[src/logic/antijam_pkg.sv]
// What this block does
// - Forward and reverse steps last configured seconds
// - Each step uses selectable force preset
// - Pause between forward and reverse steps
// - Stop after each step in halt style
// - Deceleration stop only with start profile
// - Sequence repeats configured forward-reverse cycles
// - Count consecutive sequences up to maximum
// - Consecutive count cleared at power-up
// - Sequence within window counts as consecutive
// - Zero window disables consecutive monitoring
// - Bank source: unassigned, digital input, command bit
// - Select low gives bank one, high bank two
// - Acceleration parameters switch at next acceleration
// - Deceleration parameters switch at next deceleration
// - Usage picks dual-load or two-speed, default two-speed
// - Dual-load forces nominal current, speed, power
// - Two-speed forces stop type, braking time, level
// - Basic stop type also applies to bank two in dual-load
package antijam_pkg;

  localparam int unsigned CLK_HZ            = 200_000_000;
  localparam int unsigned TICK_MS           = 1000;
  localparam int unsigned TICK_CYCLES       = CLK_HZ / 1000 * TICK_MS;
  localparam logic [7:0]  REV_SEC_RST       = 8'h05;
  localparam logic [7:0]  FWD_SEC_RST       = 8'h05;
  localparam logic [8:0]  PAUSE_SEC_RST     = 9'h002;
  localparam logic [3:0]  CYCLES_RST        = 4'h3;
  localparam logic [2:0]  MAX_SEQ_RST       = 3'h2;
  localparam logic [11:0] WINDOW_SEC_RST    = 12'h078;

  typedef enum logic [1:0] {FORCE_PROFILE, FORCE_LOW, FORCE_VERY_LOW} force_e;
  typedef enum logic       {HALT_FREEWHEEL, HALT_DECEL} halt_e;
  typedef enum logic [1:0] {SRC_NONE, SRC_INPUT, SRC_CMD_BIT} source_e;
  typedef enum logic       {USE_DUAL_LOAD, USE_TWO_SPEED} usage_e;

  typedef struct packed {
    logic [7:0]  reverse_duration;
    logic [7:0]  forward_duration;
    logic [8:0]  pause_time;
    halt_e       halt_style;
    force_e      forward_force;
    force_e      reverse_force;
    logic [3:0]  cycle_count;
    logic [2:0]  max_consecutive;
    logic [11:0] consecutive_window;
  } antijam_cfg_s;

  typedef struct packed {
    logic [15:0] current_limit;
    logic [15:0] torque_limit;
    logic [15:0] nom_current;
    logic [15:0] accel;
    logic [15:0] init_torque;
    logic [15:0] nom_power;
    logic [15:0] nom_speed;
  } accel_set_s;

  typedef struct packed {
    logic [1:0]  stop_type;
    logic [15:0] decel;
    logic [15:0] decel_gain;
    logic [15:0] freewheel_level;
    logic [15:0] brake_time;
    logic [15:0] brake_level;
  } decel_set_s;

  typedef struct packed {
    logic run_fwd;
    logic run_rev;
    force_e drive_force;
    logic decel_stop;
  } motor_cmd_s;

endpackage : antijam_pkg

[src/logic/antijam_bank_ctrl.sv]
module antijam_bank_ctrl
  import antijam_pkg::*;
(
  input  wire logic         i_core_clk,
  input  wire logic         i_srst,
  input  wire antijam_cfg_s i_cfg,
  input  wire logic         i_antijam_request,
  output motor_cmd_s        o_motor_cmd,
  output logic              o_sequence_active,
  output logic              o_limit_reached,
  output logic [2:0]        o_consecutive_count,
  input  wire source_e      i_bank_select_source,
  input  wire logic         i_digital_input_n,
  input  wire logic         i_command_word_bit,
  input  wire usage_e       i_usage,
  input  wire logic         i_accel_start,
  input  wire logic         i_decel_start,
  input  wire accel_set_s   i_bank1_accel,
  input  wire decel_set_s   i_bank1_decel,
  input  wire accel_set_s   i_bank2_accel,
  input  wire decel_set_s   i_bank2_decel,
  input  wire logic [1:0]   i_basic_stop_type,
  output accel_set_s        o_active_accel,
  output decel_set_s        o_active_decel,
  output logic              o_bank2_selected
);

  // ----------------------------------------------------------------
  // Slow tick
  // ----------------------------------------------------------------
  logic [27:0] prescale_q;
  logic        tick_q;

  always_ff @(posedge i_core_clk) begin
    if (i_srst) begin
      prescale_q <= '0;
      tick_q     <= 1'b0;
    end else if (prescale_q == 28'(TICK_CYCLES - 1)) begin
      prescale_q <= '0;
      tick_q     <= 1'b1;
    end else begin
      prescale_q <= prescale_q + 28'h1;
      tick_q     <= 1'b0;
    end
  end

  // ----------------------------------------------------------------
  // Anti-jam sequencer
  // ----------------------------------------------------------------
  typedef enum logic [2:0] {S_IDLE, S_FWD, S_PAUSE_F, S_REV, S_PAUSE_R} seq_e;

  seq_e        state_q;
  logic [3:0]  cycles_done_q;
  logic        step_load;
  logic [11:0] step_value;
  logic        step_done;
  logic        start_ok;
  logic        win_load;
  logic        win_done;
  logic [2:0]  consec_q;
  logic        limit_q;
  logic        monitor_on;

  assign monitor_on = (i_cfg.consecutive_window != 12'h000);
  assign start_ok   = i_antijam_request && (state_q == S_IDLE)
                      && !(monitor_on && limit_q);

  always_comb begin
    step_load  = 1'b0;
    step_value = '0;
    case (state_q)
      S_IDLE: begin
        step_load  = start_ok;
        step_value = 12'(i_cfg.forward_duration);
      end
      S_FWD: begin
        step_load  = step_done;
        step_value = 12'(i_cfg.pause_time);
      end
      S_PAUSE_F: begin
        step_load  = step_done;
        step_value = 12'(i_cfg.reverse_duration);
      end
      S_REV: begin
        step_load  = step_done;
        step_value = 12'(i_cfg.pause_time);
      end
      S_PAUSE_R: begin
        step_load  = step_done && (cycles_done_q + 4'h1 < i_cfg.cycle_count);
        step_value = 12'(i_cfg.forward_duration);
      end
      default: begin
        step_load  = 1'b0;
        step_value = '0;
      end
    endcase
  end

  sec_timer #(.W(12)) u_step_timer (
    .i_core_clk (i_core_clk),
    .i_srst     (i_srst),
    .i_tick     (tick_q),
    .i_load     (step_load),
    .i_value    (step_value),
    .o_done     (step_done),
    .o_count    ()
  );

  always_ff @(posedge i_core_clk) begin
    if (i_srst) begin
      state_q       <= S_IDLE;
      cycles_done_q <= '0;
    end else begin
      case (state_q)
        S_IDLE: begin
          cycles_done_q <= '0;
          if (start_ok) state_q <= S_FWD;
        end
        S_FWD:     if (step_done) state_q <= S_PAUSE_F;
        S_PAUSE_F: if (step_done) state_q <= S_REV;
        S_REV:     if (step_done) state_q <= S_PAUSE_R;
        S_PAUSE_R: begin
          if (step_done) begin
            if (cycles_done_q + 4'h1 >= i_cfg.cycle_count) begin
              state_q <= S_IDLE;
            end else begin
              cycles_done_q <= cycles_done_q + 4'h1;
              state_q       <= S_FWD;
            end
          end
        end
        default: state_q <= S_IDLE;
      endcase
    end
  end

  // Motor command: step force preset, halt style only honoured with profile
  always_ff @(posedge i_core_clk) begin
    if (i_srst) begin
      o_motor_cmd <= '{1'b0, 1'b0, FORCE_LOW, 1'b0};
    end else begin
      o_motor_cmd.run_fwd <= (state_q == S_FWD);
      o_motor_cmd.run_rev <= (state_q == S_REV);
      o_motor_cmd.drive_force <= (state_q == S_REV || state_q == S_PAUSE_F)
                                 ? i_cfg.reverse_force : i_cfg.forward_force;
      // Stop style after each step: decel only for profile force
      o_motor_cmd.decel_stop <= (i_cfg.halt_style == HALT_DECEL)
          && (((state_q == S_PAUSE_F) && i_cfg.forward_force == FORCE_PROFILE)
           || ((state_q == S_PAUSE_R) && i_cfg.reverse_force == FORCE_PROFILE));
    end
  end

  // ----------------------------------------------------------------
  // Consecutive sequence monitor
  // ----------------------------------------------------------------
  assign win_load = start_ok;

  sec_timer #(.W(12)) u_window_timer (
    .i_core_clk (i_core_clk),
    .i_srst     (i_srst),
    .i_tick     (tick_q),
    .i_load     (win_load),
    .i_value    (i_cfg.consecutive_window),
    .o_done     (win_done),
    .o_count    ()
  );

  // Window restarts at each sequence start; count resets when it lapses
  always_ff @(posedge i_core_clk) begin
    if (i_srst) begin
      consec_q <= '0;
      limit_q  <= 1'b0;
    end else if (!monitor_on) begin
      consec_q <= '0;
      limit_q  <= 1'b0;
    end else if (start_ok) begin
      consec_q <= win_done ? 3'h1 : consec_q + 3'h1;
      limit_q  <= (win_done ? 3'h1 : consec_q + 3'h1) >= i_cfg.max_consecutive;
    end else if (win_done) begin
      consec_q <= '0;
      limit_q  <= 1'b0;
    end
  end

  always_ff @(posedge i_core_clk) begin
    if (i_srst) begin
      o_sequence_active   <= 1'b0;
      o_limit_reached     <= 1'b0;
      o_consecutive_count <= '0;
    end else begin
      o_sequence_active   <= (state_q != S_IDLE);
      o_limit_reached     <= limit_q;
      o_consecutive_count <= consec_q;
    end
  end

  // ----------------------------------------------------------------
  // Parameter bank selection
  // ----------------------------------------------------------------
  logic       sel_level;
  accel_set_s bank2_accel_eff;
  decel_set_s bank2_decel_eff;

  always_comb begin
    case (i_bank_select_source)
      SRC_INPUT:   sel_level = i_digital_input_n;
      SRC_CMD_BIT: sel_level = i_command_word_bit;
      default:     sel_level = 1'b0;
    endcase
  end

  always_comb begin
    bank2_accel_eff = i_bank2_accel;
    bank2_decel_eff = i_bank2_decel;
    bank2_decel_eff.stop_type = i_basic_stop_type;
    if (i_usage == USE_DUAL_LOAD) begin
      bank2_accel_eff.nom_current = i_bank1_accel.nom_current;
      bank2_accel_eff.nom_speed   = i_bank1_accel.nom_speed;
      bank2_accel_eff.nom_power   = i_bank1_accel.nom_power;
    end else begin
      bank2_decel_eff.stop_type   = i_bank1_decel.stop_type;
      bank2_decel_eff.brake_time  = i_bank1_decel.brake_time;
      bank2_decel_eff.brake_level = i_bank1_decel.brake_level;
    end
  end

  // The active sets only take the selection at ramp starts, since the partner may not
  // switch mid-run; a change while running waits for the next ramp.
  always_ff @(posedge i_core_clk) begin
    if (i_srst) begin
      o_active_accel <= '0;
    end else if (i_accel_start) begin
      o_active_accel <= sel_level ? bank2_accel_eff : i_bank1_accel;
    end
  end

  always_ff @(posedge i_core_clk) begin
    if (i_srst) begin
      o_active_decel <= '0;
    end else if (i_decel_start) begin
      o_active_decel <= sel_level ? bank2_decel_eff : i_bank1_decel;
    end
  end

  always_ff @(posedge i_core_clk) begin
    if (i_srst) begin
      o_bank2_selected <= 1'b0;
    end else begin
      o_bank2_selected <= sel_level;
    end
  end

endmodule // antijam_bank_ctrl

[src/logic/sec_timer.sv]
// Seconds countdown; loads on start, raises done when it reaches zero.
module sec_timer
  import antijam_pkg::*;
#(
  parameter int unsigned W = 12
) (
  input  wire logic         i_core_clk,
  input  wire logic         i_srst,
  input  wire logic         i_tick,
  input  wire logic         i_load,
  input  wire logic [W-1:0] i_value,
  output logic              o_done,
  output logic [W-1:0]      o_count
);

  logic [W-1:0] count_q;

  always_ff @(posedge i_core_clk) begin
    if (i_srst) begin
      count_q <= '0;
    end else if (i_load) begin
      count_q <= i_value;
    end else if (i_tick && count_q != '0) begin
      count_q <= count_q - W'(1);
    end
  end

  // Done looks only at the count: the load is steered by done, so a term on
  // the load here would close a combinational loop through the caller
  assign o_done  = (count_q == '0);
  assign o_count = count_q;

endmodule // sec_timer

[config.mk]
export PLATFORM = sky130hd
export DESIGN_NAME = antijam_bank_ctrl
export DESIGN_NICKNAME = d
export VERILOG_FILES = /design/src/logic/antijam_pkg.sv /design/src/logic/antijam_bank_ctrl.sv /design/src/logic/sec_timer.sv
export SDC_FILE = /design/constraint.sdc
export NUM_CORES = 1
export LEC_CHECK = 0
export BUFFER_PORTS_ARGS = -buffer_cell sky130_fd_sc_hd__buf_2
export CAP_MARGIN = 20
export CELL_PAD_IN_SITES_DETAIL_PLACEMENT = 0
export CELL_PAD_IN_SITES_GLOBAL_PLACEMENT = 2
export CORE_AREA = 3 3 251 253
export CTS_BUF_LIST = sky130_fd_sc_hd__clkbuf_8
export DETAILED_ROUTE_END_ITERATION = 8
export DIE_AREA = 0 0 254 256
export GPL_TIMING_DRIVEN = 0
export PLACE_DENSITY = 0.65
export SETUP_SLACK_MARGIN = 0.3
export SLEW_MARGIN = 20
export SYNTH_ARGS = -nofsm -noshare
export SYNTH_HDL_FRONTEND = slang
export SYNTH_SLANG_ARGS = --single-unit
export TNS_END_PERCENT = 30
[constraint.sdc]
create_clock -name i_core_clk -period 2.65 [get_ports i_core_clk]
set_input_delay 0 -clock i_core_clk [delete_from_list [all_inputs] [get_ports i_core_clk]]
set_output_delay 0 -clock i_core_clk [all_outputs]
set_load 0.01 [all_outputs]
==> results of run 1 <==
## critical path, cell delays in order
cell	delay, ns
buf_2	0.11
inv_1	0.05
ha_1	0.13
a22oi_1	0.18
nor2_1	0.27
clkbuf_2	0.49
buf_2	0.47
mux2i_1	0.30
dlygate4sd3_1	0.63
a211oi_1	0.08
## metrics by stage
stage | area, µm² | hold slack, ns | setup TNS [ns] | instances | total power [W]
after CTS | 22200 | 0.0180 | 0 | 3320 | 0.0132
after global placement | 16700 | 0.240 | -10.79 | 2788 | 0.00822
after detailed placement | 16700 | 0.253 | -0.733 | 2788 | 0.00824
after floorplan | 12400 | 0.125 | 0 | 1349 | 0.00677
final | 22200 | 0.0989 | 0 | 3326 | 0.0131
after global routing | 22200 | 0.113 | 0 | 3323 | 0.0139
## sequential cells by signal (all words and copies together), names as in the netlist
register / count
state_q: 3
u_step_timer.o_count: 12
o_sequence_active: 1
o_bank2_selected: 1
tick_q: 1
consec_q: 3
prescale_q: 28
o_limit_reached: 1
o_active_decel: 82
u_window_timer.o_count: 12
o_active_accel: 112
o_motor_cmd: 5
cycles_done_q: 4
limit_q: 1
o_consecutive_count: 3
## routing by layer
metal | track usage | routed length [µm]
met5 | 0 | 20
met3 | 0.0457 | 4320
met1 | 0.236 | 28000
met2 | 0.331 | 31900
met4 | 0.0795 | 2400
## power groups by stage
stage / registers, W / clock network, W / logic (W)
6_report: 0.00475 / 0.00417 / 0.00415
5_1_grt: 0.00480 / 0.00452 / 0.00454
4_1_cts: 0.00474 / 0.00434 / 0.00412
3_5_place_dp: 0.00482 / 0 / 0.00342
3_3_place_gp: 0.00481 / 0 / 0.00340
2_1_floorplan: 0.00489 / 0 / 0.00188
## final cells by class
type                       instances  area (µm²)
tap                              790         988
buffer                           109         465
antenna                            5        12.5
timing repair buffer            1091        7680
clock buffer                      65         895
clock inverter                    26         146
inverter                          16        60.1
sequential                       269        5390
multi-input combinational        955        6570
fill                            6461       39100
## kinds of logic after synthesis
group                    after synthesis  synth area share
AND/OR/NAND/NOR                      424             0.156
flip-flops                           269             0.433
AO/OA/AOI/OAI                        268             0.159
multiplexers                         201             0.162
buffers and inverters                125            0.0419
XOR/XNOR                              46            0.0324
adder cells (fa/ha/maj)               16            0.0161
## worst max-delay path by stage
stage / slack, ns / cells past startpoint / startpoint / endpoint
floorplan: 0.46 / 8 / u_window_timer.o_count[7]$_SDFFE_PP0P_ / limit_q$_SDFFE_PP0P_
global placement: -0.66 / 8 / i_bank_select_source[0] / o_active_accel[106]$_SDFFE_PP0P_
detailed placement: -0.26 / 8 / i_bank_select_source[0] / o_active_accel[107]$_SDFFE_PP0P_
CTS: 0.26 / 6 / cycles_done_q[0]$_SDFFE_PP0P_ / cycles_done_q[2]$_SDFFE_PP0P_
global route: 0.22 / 10 / i_bank_select_source[0] / o_active_accel[95]$_SDFFE_PP0P_
finish: 0.39 / 10 / i_bank_select_source[0] / o_active_accel[95]$_SDFFE_PP0P_
## what timing repair did
action / 4_1_cts / 5_1_grt
hold buffers: 439 / 0
resized for setup: 5 / 7
hold endpoints to repair: 230 / 0
endpoints found under the setup margin: 31 / 58
setup buffers: 2 / 1
pin swaps: 1 / 2
## layout by cell type, fill, tap and decap left out, types with 3 or more instances in the layout
master / n
a211oi_1: 208
a21oi_1: 12
a22oi_1: 9
and2_1: 8
and3_1: 8
and4_1: 3
buf_2: 668
buf_4: 7
clkbuf_1: 79
clkbuf_8: 65
dfxtp_1: 268
diode_2: 5
dlygate4sd3_1: 439
ha_1: 15
inv_1: 35
mux2i_1: 201
nand2_1: 35
nand3_1: 28
nand4_1: 11
nand4b_1: 3
nor2_1: 261
nor2b_1: 9
nor3_1: 18
nor3b_1: 3
nor4_1: 10
nor4_2: 5
o211a_1: 3
o211ai_1: 6
o21ai_0: 11
or2_1: 3
or3_1: 4
or4_1: 3
xnor2_1: 21
xor2_1: 25
==> impl_metrics.tcl, run 1 <==
set metrics [dict create \
    outcome "finished, final reports clean" \
    period_share 0.854 \
    syn-num-nets 1814 \
    post_synth_num_cell_types 58 \
    final.min_clock_period_ns 2.26 \
    clock.fmax_ghz 0.442 \
    drive_gt1_frac 0.303 \
    worst_setup_path_start_kind "primary input" \
    ff2ff_path_depth 6 \
    r2r_slack_ns 0.39 \
    cts-root-buf "clkbuf_8" \
    ant_nets 0 \
    fin_nets 2959 \
    core_mm2 0.0613 \
    rsz0062_at_grt "true" \
    cp_max_fo 11 \
    syn-cell-area_mm2 0.0124 \
    synth_ff_type "dfxtp_1" \
    cts_tree "built" \
    area_growth_syn_to_layout_pct 78.6 \
    grt_start_max_net_pins 15 \
    tightestPinTransition_ns 0.968 \
    r2r-end "u_step_timer.o_count[6]$_SDFFE_PP0P_" \
    synth_seq_cells 269 \
    switching_share 0.333 \
    pwr_density_cell_mw_per_mm2 589 \
    wl_um 66700 \
    yosysWarnings 0 \
    wl_per_cell_um 20.0 \
    fin_util 0.362 \
    drt_iter0_drc 596 \
    cts.reportedPaths.clkPinSlew_ns 0.06 \
    vias_per_cell 4.44 \
    num_io_pins 654 \
    cellInternalPower_w 0.00872 \
    cp_data_arrival_time_ns 2.73 \
    synth.area.top_cells "dfxtp_1 (43%), mux2i_1 (16%), a211oi_1 (13%)" \
    clkPwrFrac 0.319 \
    die_h_um 256 \
    p_seq_frac 0.363 \
    pwr-share-comb 0.318 \
    overflow 0 \
    grt_pass1_wl_um 95300 \
    min_path_type "primary input to register" \
    setup_viol 0 \
    async_flop_share 0 \
    die_w_um 254 \
    clock_skew_ns 0.0112 \
    yosysMostFrequentCell "dfxtp_1" \
    route.vias.total 14800 \
    numCtsBuffers 52 \
    leakage_nw 9.58 \
    hold_path_depth 7 \
    ys_top_cells_by_count "dfxtp_1 (269), nor2_1 (261), a211oi_1 (209)" \
    hp-start "i_cfg[18]" \
    yosys.area.top_type_share 0.433 \
    die_area_mm2 0.0650 \
    hold_viol 0 \
    critical_path.endpoint_type "register" \
    p_switching_w 0.00436 \
    vdd_drop_max_uv 337 \
    drc 0 \
    cts_buffer_depth 3 \
    synth_cells 1349 \
    drt_first_pass_iters 5 \
    min_to "cycles_done_q[2]$_SDFFE_PP0P_" \
    cts_sinks 269 \
    slew_headroom 0.355 \
    hpwl_um 51400 \
    gp_congestion 0.875 \
    synth_top_cell_by_area "dfxtp_1" \
    preCtsSetupSlack_ns -0.262 \
    synth_seq_area_share 0.433 \
    maxCapViolCount 0 \
    grt_pass1_vias 15200 \
    port-buffer-count 649 \
    syn_area_per_cell_um2 9.22 \
    antenna_found_initial 5 \
    r2r_start "state_q[0]$_SDFFE_PP0P_" \
    clk_latency_ns 0.63 \
    drv_slew 0 \
    cts_max_level 2 \
    rows 91 \
    crit_type "primary input to register" \
    synth_edf_count 0 \
    grt_usage 0.195 \
    initial_core_util 0.203 \
    setup_slack_ns 0.387 \
    critPathRequiredTime_ns 3.12 \
]
Note: power is estimated with default switching activity, not from simulation.
==> run 2: changes to the inputs <==
Settings changed: ABC_AREA set to 1, PLACE_DENSITY 0.65 to 0.75.
==> run 2 against run 1 <==
Clock-buffer cell count up 4. Final cell count increased by 19%. Global-route usage rose by 2.7 points. Critical path type unchanged. Critical endpoint is now o_active_accel[66]$_SDFFE_PP0P_. Largest cell class unchanged.
==> impl_metrics.tcl, run 2 <==
set metrics [dict create \
    cts.reportedPaths.clkPinSlew_ns 0.06 \
    vias_per_cell 4.55 \
    worst-path-buf-inv 8 \
    fin_nets 3589 \
    cts_sinks 269 \
    wl_um 75700 \
    grt_pass1_wl_um 111000 \
    synth.area.top_cells "dfxtp_1 (39%), nand2_1 (13%), nand3_1 (12%)" \
    cts_setup_buffers 0 \
    die_w_um 254 \
    cts_max_level 2 \
    grt_pass1_vias 18300 \
    worst_setup_path_start_kind "primary input" \
    async_flop_share 0 \
    path_cells "buf_2, inv_1, ha_1, inv_1, o22ai_1, nand2_1, inv_2, nand2_1, buf_6, nand2_1, dlygate4sd3_1, nand3_1, dlygate4sd3_1, o211ai_1, inv_1" \
    port-buffer-count 648 \
    cpPeakStageDelay_ns 0.60 \
    syn_area_per_cell_um2 6.92 \
    clock.fmax_ghz 0.444 \
    fin_area_mm2 0.0235 \
    tightestPinTransition_ns 1.09 \
    synthMuxAreaShare 0 \
    overflow 0 \
    setup_viol 0 \
    cts-root-buf "clkbuf_8" \
    cts_buffer_depth 3 \
    outcome "finished, final reports clean" \
    synth_ff_type "dfxtp_1" \
    slew_headroom 0.273 \
    syn-num-nets 2453 \
    setup_slack_ns 0.397 \
    largest_register_ffs 112 \
    yosys.area.top_type_share 0.392 \
    core_mm2 0.0613 \
    pwr_density_cell_mw_per_mm2 596 \
    synth-simple-area-share 0.321 \
    rows 91 \
    clock_skew_ns 0.0307 \
    place_area_mm2 0.0180 \
    fin_tns_setup_ns 0 \
    cp_data_arrival_time_ns 2.77 \
    yosysMostFrequentCell "nand2_1" \
    grt_start_max_net_pins 14 \
    ant_nets 0 \
    area_growth_syn_to_layout_pct 70.9 \
    numCtsBuffers 53 \
    regMostFlops "o_active_accel" \
    synthAdderAreaFrac 0.0146 \
    synth_top_family_by_area "simple AND/OR/NAND/NOR gates" \
    wl_per_cell_um 19.1 \
    cp_slowest_cell "dlygate4sd3_1" \
    drive_gt1_frac 0.263 \
    initial_core_util 0.224 \
    ys_top_cells_by_count "nand2_1 (486), nand3_1 (343), inv_1 (281)" \
    post_synth_num_cell_types 43 \
    drv_slew 0 \
    drc 0 \
    critical_path.endpoint_type "register" \
    final_common_cell "buf_2" \
    die_h_um 256 \
    hpwl_um 59000 \
    drt_first_pass_iters 6 \
    synth_top_cell_by_area "dfxtp_1" \
    synth-xor-area-share 0.0140 \
    p_total_w 0.0140 \
    die_area_mm2 0.0650 \
    critPathRequiredTime_ns 3.17 \
    period_share 0.850 \
    synth-compound-area-share 0.135 \
    leakage_nw 11.9 \
    hold_viol 0 \
    vdd_drop_max_uv 360 \
    hold_ws_ns 0.138 \
    cts_tree "built" \
    reg.largest.list "o_active_accel: 112 flops, o_active_decel: 82 flops, prescale_q: 28 flops" \
    final_cell_mix "buf_2 (682), nand2_1 (486), dlygate4sd3_1 (432), nand3_1 (343), inv_1 (297)" \
    grt_usage 0.222 \
    final.min_clock_period_ns 2.25 \
    cp_top_family "buffers and inverters" \
    min_path_type "primary input to register" \
    route.vias.total 18100 \
    antenna_found_initial 17 \
    synth_edf_count 0 \
    drt_iter0_drc 962 \
    synth_seq_area_share 0.392 \
    num_io_pins 654 \
    gp_congestion 0.916 \
    synth_cells 1988 \
    syn-cell-area_mm2 0.0137 \
    clk_latency_ns 0.63 \
    cp_max_fo 10 \
    crit_type "primary input to register" \
    synth_seq_cells 269 \
    rsz0062_at_grt "true" \
    preCtsSetupSlack_ns -0.0139 \
    yosysWarnings 0 \
    maxCapViolCount 0 \
]
==> run 2: cell types whose count changed after synthesis, moves of 20 or more <==
cell      change
nand2_1     +451
a211oi_1    -209
buf_1        +21
nor2_1      -175
inv_1       +265
mux2i_1     -201
o211ai_1    +189
clkbuf_1     -26
a21oi_1      +20
nand3_1     +315
==> run 2: report_power, final <==
part           total (W)  internal, W  switching (W)  leakage, nW
sequential       0.00475      0.00445       0.000296         2.22
combinational    0.00464      0.00203        0.00260         8.98
clock            0.00464      0.00261        0.00202        0.656
total             0.0140      0.00910        0.00492         11.9
==> run 2: path summary, 6_finish.rpt <==
kind	startpoint	end	cells past startpoint	slack (ns)
min	i_cfg[16]	state_q[0]$_SDFFE_PP0P_	8	0.14
max reg2reg	cycles_done_q[0]$_SDFFE_PP0P_	u_step_timer.o_count[8]$_SDFFE_PP0P_	13	0.45
max	i_bank_select_source[0]	o_active_accel[66]$_SDFFE_PP0P_	15	0.40
min reg2reg	consec_q[1]$_SDFFE_PP0P_	o_consecutive_count[1]$_SDFF_PP0_	2	0.44
==> run 2: area by class of cell <==
class	count	area (µm²)
tap	790	988
multi-input combinational	1300	6660
inverter	291	1100
timing repair buffer	1081	7580
buffer	128	612
clock inverter	27	194
sequential	269	5390
clock buffer	69	950
fill	6650	37800
antenna	15	37.5
==> run 2: tightest hold or removal path: stages <==
cell	delay, ns
buf_2	0.09
inv_1	0.04
ha_1	0.14
nand3_1	0.09
nand3_1	0.13
o21ai_0	0.10
nand2_1	0.07
a21oi_1	0.05
==> run 2: metal layers <==
| layer | global-route usage | share of wire | routed length [µm] | vias up |
|---|---|---|---|---|
| met2 | 0.380 | 0.48 | 36100 | 655 |
| li1 | - | - | - | 8810 |
| met1 | 0.269 | 0.42 | 31700 | 8474 |
| met4 | 0.0747 | 0.030 | 2230 | 4 |
| met3 | 0.0566 | 0.074 | 5640 | 119 |
| met5 | 0 | 0.00045 | 34 | - |
==> run 2: through the flow <==
step	utilization	instances
after global placement	0.294	3426
after CTS	0.383	3955
final	0.384	3970
after global routing	0.384	3967
after detailed placement	0.294	3427
after floorplan	-	1988
==> run 2: repair_timing <==
item | CTS | global route
setup endpoints to repair | 0 | 19
hold endpoints to repair | 229 | 0
hold buffers | 432 | 0
gates resized for setup | 0 | 3
==> run 2: kinds of logic (layout without fill, tap and decap cells) <==
family,Yosys count,after routing
AOI/OAI and AO/OA,265,265
adders and majority gates,16,16
buffers and inverters,419,1596
DFF,269,269
other,0,15
xor gates and xnor gates,22,22
and+or+nand+nor,997,997
